## src/hw/lfps_map.svh

```systemverilog
`ifndef LFPS_MAP_SVH
`define LFPS_MAP_SVH
// ====================
// register offsets
`define LFPS_CTRL_OFS    8'h00
`define LFPS_ONTIME_OFS  8'h04
`define LFPS_CURR_OFS    8'h08
`define LFPS_OFFSET_OFS  8'h0C
`define LFPS_COUNT_OFS   8'h10
`define LFPS_STATUS_OFS  8'h14
`define LFPS_MASK_OFS    8'h18
`define LFPS_STATE_OFS   8'h1C
`define LFPS_DELAY_OFS   8'h20
`define LFPS_FRAME_OFS   8'h24
// ====================
// control fields
`define LFPS_C_RUN   0
`define LFPS_C_EXT   1
`define LFPS_C_BRK   2
`define LFPS_C_STEP  6:4
`define LFPS_C_SWBN  8
`define LFPS_C_SWSH  9
// status fields
`define LFPS_S_END   0
`define LFPS_S_EXT   1
`define LFPS_S_TMO   2
`define LFPS_S_ABT   3
`define LFPS_S_IGN   4
// ====================
// reset values
`define LFPS_CTRL_RST   32'h0000_0100
`define LFPS_ONTIME_RST 32'h0000_00FA
`define LFPS_CURR_RST   32'h0000_00C8
`define LFPS_FRAME_RST  32'h0000_03E8
// ====================
// timing
`define LFPS_CLK_MHZ        250
`define LFPS_CLK_NS         4
`define LFPS_TRIG_DELAY_US  10
`define LFPS_TICK_US        100
`define LFPS_TIMEOUT_S      5
`define LFPS_START_MAX_US   2
`define LFPS_PRE_LO_NS      1000
`define LFPS_PRE_MID_NS     2000
`define LFPS_PRE_HI_NS      3000
`define LFPS_PRE_MAX_NS     4000
`define LFPS_I_LO_MA        600
`define LFPS_I_MID_MA       1200
`define LFPS_I_HI_MA        1800
`endif

```

## src/hw/lfps_pkg.sv

```systemverilog
package lfps_pkg;
  typedef enum logic [1:0] {
    LFPS_IDLE  = 2'b00,
    LFPS_CHECK = 2'b01,
    LFPS_RUN   = 2'b11
  } lfps_state_e;
  typedef logic [31:0] lfps_word_t;
endpackage : lfps_pkg

```

## src/hw/lfps_top.sv

```systemverilog
`timescale 1ns/1ps
`include "lfps_map.svh"
// Functional notes
// - on trigger, turn on short switch, then buck at its match, so inductor current builds
// - release short switch after precharge chosen from LED current
// - compare timer edges placed on a 4 ns grid
// - active-low buck enable: low on its match, high at sequence end
// - short switch high at start, cleared by its match after precharge
// - sequence end: buck off, interrupt, timer stop, outputs back to software
// - buck start delayed to keep trigger-to-flash constant, plus adjustable offset
// - trigger-to-flash default 10 us, never shorter than the precharge
// - external mode: no periodic tick; 5 s without edge fires one housekeeping tick
// - internal mode: 100 us tick paces flashes and housekeeping
// - sequence starts (short switch on) under 2 us after an external trigger
// - after start check temperature, run flag, pulse count; abort before light
// - sample active-low overtemperature alert before each flash, suppress when set
// - bracketing row from step select 1 to 5, column from pulse number
// - five factors per row, unity third; smallest row 0.707 to 1.414
module lfps_top #(
  parameter int TICK_CYC    = `LFPS_TICK_US * `LFPS_CLK_MHZ,
  parameter int TIMEOUT_CYC = `LFPS_TIMEOUT_S * 1000000 * `LFPS_CLK_MHZ
) (
  input  wire logic               sys_clk,
  input  wire logic               sys_rst,
  input  wire logic               psel,
  input  wire logic               penable,
  input  wire logic               pwrite,
  input  wire logic [7:0]         paddr,
  input  wire lfps_pkg::lfps_word_t pwdata,
  output logic                    pready,
  output lfps_pkg::lfps_word_t    prdata,
  output logic                    pslverr,
  input  wire logic               trigInN,
  input  wire logic               overTempN,
  output logic                    buckEnN,
  output logic                    shortOn,
  output logic                    tickOut,
  output logic                    irq
);
  import lfps_pkg::*;

  localparam int DELAY_CYC = `LFPS_TRIG_DELAY_US * `LFPS_CLK_MHZ;

  // ====================
  // helpers
  function automatic logic [31:0] prechargeCyc(input logic [31:0] ma);
    if (ma <= `LFPS_I_LO_MA)
      prechargeCyc = 32'(`LFPS_PRE_LO_NS / `LFPS_CLK_NS);
    else if (ma <= `LFPS_I_MID_MA)
      prechargeCyc = 32'(`LFPS_PRE_MID_NS / `LFPS_CLK_NS);
    else if (ma <= `LFPS_I_HI_MA)
      prechargeCyc = 32'(`LFPS_PRE_HI_NS / `LFPS_CLK_NS);
    else
      prechargeCyc = 32'(`LFPS_PRE_MAX_NS / `LFPS_CLK_NS);
  endfunction : prechargeCyc

  // factors in 1/256 units; row 0 holds the finest step
  function automatic logic [12:0] brkFactor(input logic [2:0] row, input logic [2:0] col);
    logic [12:0] f [0:4][0:4];
    f = '{'{13'h0B5, 13'h0D7, 13'h100, 13'h130, 13'h16A},
          '{13'h0A1, 13'h0CB, 13'h100, 13'h143, 13'h196},
          '{13'h080, 13'h0B5, 13'h100, 13'h16A, 13'h200},
          '{13'h040, 13'h080, 13'h100, 13'h200, 13'h400},
          '{13'h010, 13'h040, 13'h100, 13'h400, 13'h1000}};
    if (row >= 3'h1 && row <= 3'h5 && col <= 3'h4)
      brkFactor = f[row - 3'h1][col];
    else
      brkFactor = 13'h100;
  endfunction : brkFactor

  // write strobe for one offset; shared by the clear paths
  function automatic logic wrHit(input logic we, input logic [7:0] a, input logic [7:0] ofs);
    wrHit = we && (a == ofs);
  endfunction : wrHit

  // ====================
  // registers
  lfps_word_t  ctrl_reg, onTime_reg, curr_reg, offset_reg, count_reg;
  lfps_word_t  delay_reg, frame_reg;
  logic [4:0]  status_reg, mask_reg;
  logic [4:0]  evt;
  lfps_state_e state_reg, state_next;
  logic [31:0] timer_reg, buckCmp_reg, shortCmp_reg, endCmp_reg;
  logic [31:0] done_reg, tickCnt_reg, frameCnt_reg, tmoCnt_reg;
  logic [2:0]  col_reg;
  logic [1:0]  trigSync_reg, otSync_reg;
  logic        trigLast_reg;
  logic        wrEn, rdEn, mapped;
  logic        extEdge, tick, intTrig, trigger, abort, seqEnd, countReached;
  logic [31:0] prech, flashAt, scaled;
  logic [44:0] product;

  assign wrEn = psel & penable & pwrite & pready;
  assign rdEn = psel & ~penable & ~pwrite;
  assign mapped = (paddr <= `LFPS_FRAME_OFS) && (paddr[1:0] == 2'b00);

  // ====================
  // apb: no wait state, answer in the first access cycle
  always_ff @(posedge sys_clk) begin
    if (sys_rst) begin
      pready  <= 1'b0;
      pslverr <= 1'b0;
    end else begin
      pready  <= psel & ~penable;
      pslverr <= psel & ~penable & ~mapped;
    end
  end

  always_ff @(posedge sys_clk) begin
    if (sys_rst) begin
      prdata <= 32'h0000_0000;
    end else if (rdEn) begin
      case (paddr)
        `LFPS_CTRL_OFS:   prdata <= ctrl_reg;
        `LFPS_ONTIME_OFS: prdata <= onTime_reg;
        `LFPS_CURR_OFS:   prdata <= curr_reg;
        `LFPS_OFFSET_OFS: prdata <= offset_reg;
        `LFPS_COUNT_OFS:  prdata <= count_reg;
        `LFPS_STATUS_OFS: prdata <= {27'h0, status_reg};
        `LFPS_MASK_OFS:   prdata <= {27'h0, mask_reg};
        `LFPS_STATE_OFS:  prdata <= {otSync_reg[1], 1'b0, state_reg, 1'b0, col_reg,
                                     24'(done_reg)};
        `LFPS_DELAY_OFS:  prdata <= delay_reg;
        `LFPS_FRAME_OFS:  prdata <= frame_reg;
        default:          prdata <= 32'h0000_0000;
      endcase
    end
  end

  always_ff @(posedge sys_clk) begin
    if (sys_rst) begin
      ctrl_reg   <= `LFPS_CTRL_RST;
      onTime_reg <= `LFPS_ONTIME_RST;
      curr_reg   <= `LFPS_CURR_RST;
      offset_reg <= 32'h0000_0000;
      count_reg  <= 32'h0000_0000;
      mask_reg   <= 5'h00;
      delay_reg  <= 32'(DELAY_CYC);
      frame_reg  <= `LFPS_FRAME_RST;
    end else if (wrEn) begin
      case (paddr)
        `LFPS_CTRL_OFS:   ctrl_reg   <= pwdata;
        `LFPS_ONTIME_OFS: onTime_reg <= pwdata;
        `LFPS_CURR_OFS:   curr_reg   <= pwdata;
        `LFPS_OFFSET_OFS: offset_reg <= pwdata;
        `LFPS_COUNT_OFS:  count_reg  <= pwdata;
        `LFPS_MASK_OFS:   mask_reg   <= pwdata[4:0];
        `LFPS_DELAY_OFS:  delay_reg  <= pwdata;
        `LFPS_FRAME_OFS:  frame_reg  <= pwdata;
        default:          ctrl_reg   <= ctrl_reg;
      endcase
    end
  end

  // ====================
  // pin synchronisers
  always_ff @(posedge sys_clk) begin
    if (sys_rst) begin
      trigSync_reg <= 2'b11;
      otSync_reg   <= 2'b11;
      trigLast_reg <= 1'b1;
    end else begin
      trigSync_reg <= {trigSync_reg[0], trigInN};
      otSync_reg   <= {otSync_reg[0], overTempN};
      trigLast_reg <= trigSync_reg[1];
    end
  end

  assign extEdge = ctrl_reg[`LFPS_C_EXT] & trigLast_reg & ~trigSync_reg[1];

  // ====================
  // pacing tick and external timeout
  always_ff @(posedge sys_clk) begin
    if (sys_rst || ctrl_reg[`LFPS_C_EXT]) begin
      tickCnt_reg <= 32'h0000_0000;
    end else if (tickCnt_reg == 32'(TICK_CYC - 1)) begin
      tickCnt_reg <= 32'h0000_0000;
    end else begin
      tickCnt_reg <= tickCnt_reg + 32'h0000_0001;
    end
  end
  assign tick = ~ctrl_reg[`LFPS_C_EXT] && (tickCnt_reg == 32'(TICK_CYC - 1));

  always_ff @(posedge sys_clk) begin
    if (sys_rst || !ctrl_reg[`LFPS_C_EXT] || extEdge) begin
      tmoCnt_reg <= 32'h0000_0000;
    end else if (tmoCnt_reg == 32'(TIMEOUT_CYC - 1)) begin
      tmoCnt_reg <= 32'h0000_0000;
    end else begin
      tmoCnt_reg <= tmoCnt_reg + 32'h0000_0001;
    end
  end

  always_ff @(posedge sys_clk) begin
    if (sys_rst) begin
      tickOut <= 1'b0;
    end else begin
      tickOut <= tick | (evt[`LFPS_S_TMO]);
    end
  end

  // frame divider: flash every frame_reg ticks
  always_ff @(posedge sys_clk) begin
    if (sys_rst) begin
      frameCnt_reg <= 32'h0000_0000;
    end else if (tick) begin
      frameCnt_reg <= (frameCnt_reg + 32'h0000_0001 >= frame_reg) ? 32'h0000_0000
                                                                 : frameCnt_reg + 32'h0000_0001;
    end
  end
  assign intTrig = tick && (frameCnt_reg + 32'h0000_0001 >= frame_reg)
                   && ctrl_reg[`LFPS_C_RUN];
  // pin edge to sequence start is three clocks, far inside the start limit
  assign trigger = extEdge | intTrig;

  // ====================
  // compare values, taken at trigger
  assign prech   = prechargeCyc(curr_reg);
  // never shorter than the precharge, else the inductor is not charged
  assign flashAt = (delay_reg + offset_reg > prech) ? delay_reg + offset_reg
                                                    : prech + 32'h0000_0001;
  assign product = onTime_reg * brkFactor(ctrl_reg[`LFPS_C_STEP], col_reg);
  assign scaled  = ctrl_reg[`LFPS_C_BRK] ? (product[44:40] != 5'h00 ? 32'hFFFF_0000
                                                                    : product[39:8])
                                         : onTime_reg;

  always_ff @(posedge sys_clk) begin
    if (sys_rst) begin
      buckCmp_reg  <= 32'h0000_0000;
      shortCmp_reg <= 32'h0000_0000;
      endCmp_reg   <= 32'h0000_0000;
    end else if (state_reg == LFPS_IDLE && trigger) begin
      buckCmp_reg  <= flashAt - prech;
      shortCmp_reg <= flashAt;
      endCmp_reg   <= flashAt + scaled;
    end
  end

  // ====================
  // sequencer
  assign countReached = (count_reg != 32'h0000_0000) && (done_reg >= count_reg);
  assign abort = ~otSync_reg[1] | ~ctrl_reg[`LFPS_C_RUN] | countReached;
  // decided one count early: registered outputs then leave exactly on the end count,
  // so the light lasts the scheduled on-time and not one clock more
  assign seqEnd = (state_reg == LFPS_RUN) && (timer_reg + 32'h0000_0001 == endCmp_reg);

  always_comb begin
    state_next = state_reg;
    case (state_reg)
      LFPS_IDLE:  if (trigger) begin
        state_next = LFPS_CHECK;
      end
      LFPS_CHECK: state_next = abort ? LFPS_IDLE : LFPS_RUN;
      LFPS_RUN: begin
        if (seqEnd || (timer_reg < shortCmp_reg && abort))
          state_next = LFPS_IDLE;
      end
      default:    state_next = LFPS_IDLE;
    endcase
  end

  always_ff @(posedge sys_clk) begin
    if (sys_rst) begin
      state_reg <= LFPS_IDLE;
    end else begin
      state_reg <= state_next;
    end
  end

  // one count per 4 ns clock
  always_ff @(posedge sys_clk) begin
    if (sys_rst || state_next == LFPS_IDLE) begin
      timer_reg <= 32'h0000_0000;
    end else begin
      timer_reg <= timer_reg + 32'h0000_0001;
    end
  end

  always_ff @(posedge sys_clk) begin
    if (sys_rst || wrHit(wrEn, paddr, `LFPS_CTRL_OFS)) begin
      done_reg <= 32'h0000_0000;
      col_reg  <= 3'h0;
    end else if (seqEnd) begin
      done_reg <= done_reg + 32'h0000_0001;
      col_reg  <= (col_reg == 3'h4) ? 3'h0 : col_reg + 3'h1;
    end
  end

  // outputs: under timer control while busy, else software levels
  always_ff @(posedge sys_clk) begin
    if (sys_rst) begin
      buckEnN <= 1'b1;
      shortOn <= 1'b0;
    end else if (state_next == LFPS_IDLE) begin
      buckEnN <= ctrl_reg[`LFPS_C_SWBN];
      shortOn <= ctrl_reg[`LFPS_C_SWSH];
    end else if (state_reg == LFPS_IDLE) begin
      shortOn <= 1'b1;
      // compare registers load on this same edge, so decide from their next value
      buckEnN <= (flashAt - prech == 32'h0000_0001) ? 1'b0 : 1'b1;
    end else begin
      if (timer_reg + 32'h0000_0001 == buckCmp_reg)
        buckEnN <= 1'b0;
      if (timer_reg + 32'h0000_0001 == shortCmp_reg)
        shortOn <= 1'b0;
    end
  end

  // ====================
  // interrupt status
  always_comb begin
    evt = 5'h00;
    evt[`LFPS_S_END] = seqEnd;
    evt[`LFPS_S_EXT] = extEdge;
    evt[`LFPS_S_TMO] = ctrl_reg[`LFPS_C_EXT] && (tmoCnt_reg == 32'(TIMEOUT_CYC - 1));
    evt[`LFPS_S_ABT] = (state_reg != LFPS_IDLE) && (state_next == LFPS_IDLE) && !seqEnd;
    evt[`LFPS_S_IGN] = trigger && (state_reg != LFPS_IDLE);
  end

  // a set in the clearing cycle wins
  always_ff @(posedge sys_clk) begin
    if (sys_rst) begin
      status_reg <= 5'h00;
    end else if (wrHit(wrEn, paddr, `LFPS_STATUS_OFS)) begin
      status_reg <= (status_reg & ~pwdata[4:0]) | evt;
    end else begin
      status_reg <= status_reg | evt;
    end
  end

  always_ff @(posedge sys_clk) begin
    if (sys_rst) begin
      irq <= 1'b0;
    end else begin
      irq <= |(status_reg & mask_reg);
    end
  end

endmodule : lfps_top

```

## config.mk

```make
export PLATFORM = sky130hd
export DESIGN_NAME = lfps_top
export DESIGN_NICKNAME = d
export VERILOG_FILES = /design/src/hw/lfps_pkg.sv /design/src/hw/lfps_top.sv
export VERILOG_INCLUDE_DIRS = /design/src /design/src/hw
export SDC_FILE = /design/constraint.sdc
export NUM_CORES = 2
export LEC_CHECK = 0
export BUFFER_PORTS_ARGS = -buffer_cell sky130_fd_sc_hd__buf_2
export CAP_MARGIN = 20
export CORE_ASPECT_RATIO = 1.1
export CORE_MARGIN = 2
export CORE_UTILIZATION = 40
export CTS_CLUSTER_SIZE = 14
export DETAILED_ROUTE_END_ITERATION = 8
export GPL_ROUTABILITY_DRIVEN = 0
export GPL_TIMING_DRIVEN = 0
export PLACE_DENSITY = 0.55
export SKIP_LAST_GASP = 1
export SLEW_MARGIN = 40
export SYNTH_ARGS = -nofsm -noshare
export SYNTH_HDL_FRONTEND = slang
export SYNTH_SLANG_ARGS = --single-unit
```

## constraint.sdc

```tcl
create_clock -name sys_clk -period 11.27 [get_ports sys_clk]
set_input_delay 2.254 -clock sys_clk [delete_from_list [all_inputs] [get_ports sys_clk]]
set_output_delay 2.254 -clock sys_clk [all_outputs]
set_load 0.005 [all_outputs]
```

Yosys cells after proc, flatten, opt, wreduce, memory -nomap -nowiden
Memories as Yosys holds them, arrays and structs flattened.
Cells that the tools add are included.

word-level totals
  ROM bits = 520
  bits of input ports = 47
  bits in registers = 538
  memories kept = 1
  logic and storage cells = 170

memories
  memory            depth  width  rd ports  clocked after Yosys merged registers in  write ports  line            RTL
  (name not given)  8      65     1         0                                        0            lfps_top.sv:66  brkFactor = f[row - 3'h1][col];

cells by class
  order comparisons = 13
  equality and inequality tests = 18
  multiply operators = 1
  bitwise operators = 26
  reductions and logical operators = 44
  muxes and demuxes = 27
  $add $sub $neg = 11

operator list
  operator                                                          number
  one-hot mux 32 bit (10 select lines)                              1
  adder 32 x 1 -> 32 bit, second input constant                     6
  two-way mux 65 bit                                                2
  two-way mux 32 bit                                                4
  equality test 32 bit                                              3
  adder 32 bit                                                      2
  greater-or-equal comparator 32 bit                                2
  less-or-equal comparator 32 x 11 -> 1 bit, second input constant  2
  multiplier 32 x 13 -> 45 bit                                      1
  binary-select mux 13 bit (select 3 bit)                           1
  two-way mux 13 bit                                                3
  equality test 32 x 1 -> 1 bit, second input constant              1
  equality test 32 x 15 -> 1 bit, second input constant             1
  equality test 32 x 31 -> 1 bit, second input constant             1
  equality test 8 x 5 -> 1 bit, second input constant               4
  > comparator 32 bit                                               1
  less-or-equal comparator 32 x 10 -> 1 bit, second input constant  1
  less-than comparator 32 bit                                       1
  nonzero test 32 bit                                               1
  subtractor 32 bit                                                 1
  two-way mux 10 bit                                                2
  equality test 8 x 4 -> 1 bit, second input constant               2
  equality test 8 x 6 -> 1 bit, second input constant               2
  logical AND 1 bit                                                 16
  other kinds (33)                                                  79

Logic depth before layout (Yosys ltp)
  depth after elaboration = 14
  gate-level depth with buffers = 50
  gate-level depth less buffers = 47

Least setup slack after synthesis
OpenSTA, ideal clock, no wires.

  path type = register -> register
  from = register col_reg[1]
  to = register endCmp_reg[30]
  clock period less this slack = 11.270 ns
  stages on the path, launching flop included = 49
  setup time = 0.074 ns
  data arrival time = 11.196 ns
  slack = 0.000 ns
  buffers on the path = 4
  path through = dfxtp_1 > clkbuf_1 > clkbuf_1 > inv_1 > ha_1 > nand2b_1 > nand3_1 > nor2_1 > a21oi_1 > nor2_1 > clkbuf_1 > and2_1 > fa_1 > inv_1 > fa_1 > inv_1 > fa_1 > fa_1 > [... 13 more ...] > or3_1 > clkbuf_1 > o22ai_1 > ha_1 > fa_1 > a21o_1 > a21oi_1 > o21bai_1 > a21oi_1 > o21a_1 > o211ai_1 > a31oi_1 > o21ai_0 > o41a_1 > a41o_1 > o41ai_1 > o2111ai_1 > a31oi_1

on the way
  word-level cells in the longest chain between the ends = 10

ends and longest elaborated chain
  element                                                line             RTL
  start, declared                                        lfps_top.sv:85   logic [2:0] col_reg;
  start signal, assigned                                 lfps_top.sv:285  col_reg <= (col_reg == 3'h4) ? 3'h0 : col_reg + 3'h1;
  NOT 3 -> 4 bit (not written as such)                   lfps_top.sv:66
  binary-select mux 13 bit (select 3 bit)                lfps_top.sv:66
  two-way mux 13 bit (not written as such) (2 in a row)  lfps_top.sv:66
  two-way mux 13 bit (*)                                 lfps_top.sv:65   if (row >= 3'h1 && row <= 3'h5 && col <= 3'h4)
  multiplier 32 x 13 -> 45 bit (*)                       lfps_top.sv:222  assign product = onTime_reg * brkFactor(ctrl_reg[`LFPS_C_STEP], col_reg);
  nonzero test 5 bit                                     lfps_top.sv:223  assign scaled = ctrl_reg[`LFPS_C_BRK] ? (product[44:40] != 5'h00 ? 32'hFFFF_0000
  two-way mux 32 bit (*) (2 in a row)                    lfps_top.sv:223
  adder 32 bit (*)                                       lfps_top.sv:235  endCmp_reg <= flashAt + scaled;
  end signal, assigned                                   lfps_top.sv:235
  end, declared                                          lfps_top.sv:83   logic [31:0] timer_reg, buckCmp_reg, shortCmp_reg, endCmp_reg;

Every way passes the cells marked *; elsewhere a longest branch is shown, timed or not. The select of a mux whose other input is x is not followed.
A chain may end at the register's enable or synchronous reset.

Worst setup path in the final report
  from = register col_reg[0]
  to = register endCmp_reg[29]

The elaborated chain is that of the path after synthesis.

==> reports/qor.yml <==
clock_network:
  cts_buffers: 66
  cts-hold-fix-buffers: 0
  cts_tree: "yes"
  clock_path_buffers: 3
  cts-root-buf: "clkbuf_16"
  cts.sinks: 537
  clk_pin_slew_ns: 0.06
  insertion_delay_ns: 0.63
  cts_max_level: 3
min_path:
  hold_class: "reg2reg"
synthesis:
  postSynthAreaPerCell_um2: 7.88
  synth_xor_area_share_pct: 6.50
  synthSimpleGateAreaFrac_pct: 21.9
  synth-compound-area-share_pct: 15.4
  syn_inst: 5453
  synthArstFlopShare_pct: 0
  synthesis.area_um2: 43000
  synth_mux_area_share_pct: 0.990
  synth_cell_types: 86
  synth_edf_count: 0
  seq_area_frac_synth_pct: 25.0
  yosys_warnings: 0
  synth.net_count: 6097
  ys_seq_elements: 537
  synthAdderAreaFrac_pct: 22.6
  synth_top_flop_cell: "dfxtp_1"
  synth_top_family_by_area: "adder cells"
timing:
  fin_worst_skew_ns: 0.0219
  worst-slew-pin-transition_ns: 0.983
  slew-limit-headroom_pct: 33.8
  slew_viol_final: 0
  fmax_ghz: 0.0918
  setup_viol: 0
  fin_ws_ns: 0.375
  layout_worst_path_cycle_share_pct: 96.7
  layout_min_cycle_time_ns: 10.89
  finalHoldViolCount: 0
global_route:
  grtUsageTotal_pct: 29.5
  grt_max_degree: 13
  grt_util_met2_pct: 46.1
  overflow: 0
  grt_pass1_wl_mm: 244
  met3_usage_pct: 4.80
  gr-max-usage-layer: "met2"
  grt_antenna_before_repair: 15
  met1_usage_pct: 38.8
  first_global_vias: 38400
setup_path:
  cp_slowest_cell: "fa_1"
  crit_type: "reg2reg"
  end_kind: "flip-flop"
  crit_path_max_fanout: 10
  critPathMaxStageDelay_ns: 0.56
  cp.arrival_ns: 11.43
  crit_buf_inv: 6
  worstPathRequired_ns: 11.81
  crit_family: "compound AO/OA/AOI/OAI gates"
  cp_common_cell: "fa_1"
  cp-start-kind: "flip-flop"
die:
  die-area_um2: 110000
  ios: 85
  start_util_pct: 40.2
  die_h_um: 348
  core-area_um2: 107000
  die_w_um: 317
  num_rows: 126
finish:
  area_growth_syn_to_layout_pct: 12.7
  drive_above_1_share_pct: 7.12
  nFillCells: 10900
  fin_cells: 7100
  nets: 6282
power:
  p_leak_nw: 20.0
  p_sw_mw: 0.991
  p_sw_share_pct: 23.7
  p_int_mw: 3.19
  seq_power_share_pct: 45.5
  peakVddDrop_v: 0.000110
  powerDensity_nw_per_um2: 86.3
  combPwrFrac_pct: 2.5
  power_frac_clock_pct: 52.0
  finalPower_mw: 4.18
detailed_routing:
  drtPass1Iterations: 9
  wl_mm: 164
  vias: 40200
  wl_per_cell_um: 23.1
  drt_iter0_markers: 4160
  drc: 2
  drtAntennaViolNets: 0
  viasPerCell: 5.66
place:
  dp_hpwl_mm: 130
  dp_cells: 6944
  portBuffers: 78
  dpl_worst_slack_ns: -3.00
job:
  max_cap_viol_count: 0
run_status:
  status: "finished, violations left"
  violations: "DRC"
[final timing paths]
check                   from              end  slack [ns]  cells after the start
max               col_reg[0]   endCmp_reg[29]        0.38                     42
max reg2reg       col_reg[0]   endCmp_reg[29]        0.38                     42
min          trigSync_reg[0]  trigSync_reg[1]        0.42                      1
min reg2reg  trigSync_reg[0]  trigSync_reg[1]        0.42                      1
[kinds of logic (layout without fill, tap and decap cells)]
group                    Yosys count  in the layout
XOR/XNOR                         319            319
other                              0              7
buffers and inverters            851           1083
AO/OA/AOI/OAI                   1076           1076
AND/OR/NAND/NOR                 2031           2031
adder cells (fa/ha/maj)          597            597
multiplexers                      42             42
flip-flops                       537            537
[layout make-up]
type / instances / area [µm²] / share of cell area, %
sequential: 537 / 10800 / 22.2
multi-input combinational: 4065 / 29600 / 61.1
timing repair buffer: 121 / 756 / 1.56
buffer: 293 / 1290 / 2.67
antenna: 7 / 17.5 / 0.0362
tap: 1408 / 1760 / 3.64
clock buffer: 86 / 1840 / 3.79
inverter: 554 / 2080 / 4.30
clock inverter: 29 / 333 / 0.687
[per-layer routing]
| metal | vias up | share of wire, % |
|---|---|---|
| met4 | 8 | 6.2 |
| met5 | - | 0.036 |
| met1 | 19600 | 41 |
| li1 | 18700 | - |
| met3 | 393 | 7.7 |
| met2 | 1583 | 45 |
[synth_stat cells, types with 21 or more instances]
cell / count / area [µm²]
a31oi_1: 31 / 194
nor3_1: 107 / 536
a211oi_1: 55 / 413
xor2_1: 149 / 1310
nor4_1: 57 / 357
xnor2_1: 170 / 1490
a222oi_1: 26 / 260
ha_1: 296 / 3700
nand3b_1: 24 / 180
a22oi_1: 24 / 180
and3_1: 70 / 438
nand3_1: 119 / 596
and2_1: 165 / 1030
fa_1: 301 / 6030
o22ai_1: 21 / 131
clkbuf_1: 279 / 1050
nand2b_1: 24 / 150
o21ai_0: 146 / 731
a21o_1: 88 / 661
o211ai_1: 25 / 188
mux2i_1: 38 / 380
or3_1: 38 / 238
nand4_1: 64 / 400
nand2_1: 920 / 3450
inv_1: 554 / 2080
dfxtp_1: 537 / 10800
a221oi_1: 41 / 359
nor2b_1: 24 / 150
nor2_1: 343 / 1290
a21oi_1: 500 / 2500
[power groups by stage]
stage / clock network, mW / registers, mW / logic, mW
after floorplan: 0 / 1.94 / 0.0397
after global placement: 0 / 1.94 / 0.102
after detailed placement: 0 / 1.94 / 0.102
after CTS: 2.20 / 1.90 / 0.102
after global routing: 2.28 / 1.90 / 0.108
final: 2.17 / 1.90 / 0.106
[through the flow]
step | hold WS, ns | TNS, ns | utilization, % | instance area [µm²]
2_1_floorplan | 0.389 | 0 | - | 43000
3_3_place_gp | 0.397 | -61.09 | 42.2 | 45100
3_5_place_dp | 0.402 | -52.69 | 42.4 | 45300
4_1_cts | 0.418 | 0 | 44.9 | 48000
5_1_grt | 0.430 | -0.297 | 45.3 | 48400
6_report | 0.422 | 0 | 45.3 | 48400
[cell usage in the layout (no fill, tap or decap), drive strengths merged, types with 7 or more instances in the layout]
cell    Yosys  final
a211oi     56     56
a21o       89     89
a21oi     500    500
a221oi     42     42
a222oi     26     26
a22oi      24     24
a31oi      31     31
and2      165    165
and3       71     71
and4       12     12
buf        18    148
clkbuf    279    352
clkinv      0     20
dfxtp     537    537
diode       0      7
fa        301    301
ha        296    296
inv       554    556
mux2i      38     38
nand2     920    920
nand2b     24     24
nand3     119    119
nand3b     24     24
nand4      64     64
nor2      344    344
nor2b      24     24
nor3      107    107
nor3b      16     16
nor4       58     58
o211ai     26     26
o21a       20     20
o21ai     149    149
o21bai     19     19
o22ai      21     21
or2        16     16
or3        38     38
or4        14     14
xnor2     170    170
xor2      149    149
[timing repair]
item,4_1_cts,5_1_grt
endpoints found under the setup margin,31,12
pin swaps,13,33
gates resized for setup,111,64
cloned,0,0
hold endpoints to repair,0,0
setup buffers,14,23
No activity file was read; power rests on OpenSTA's default activity.
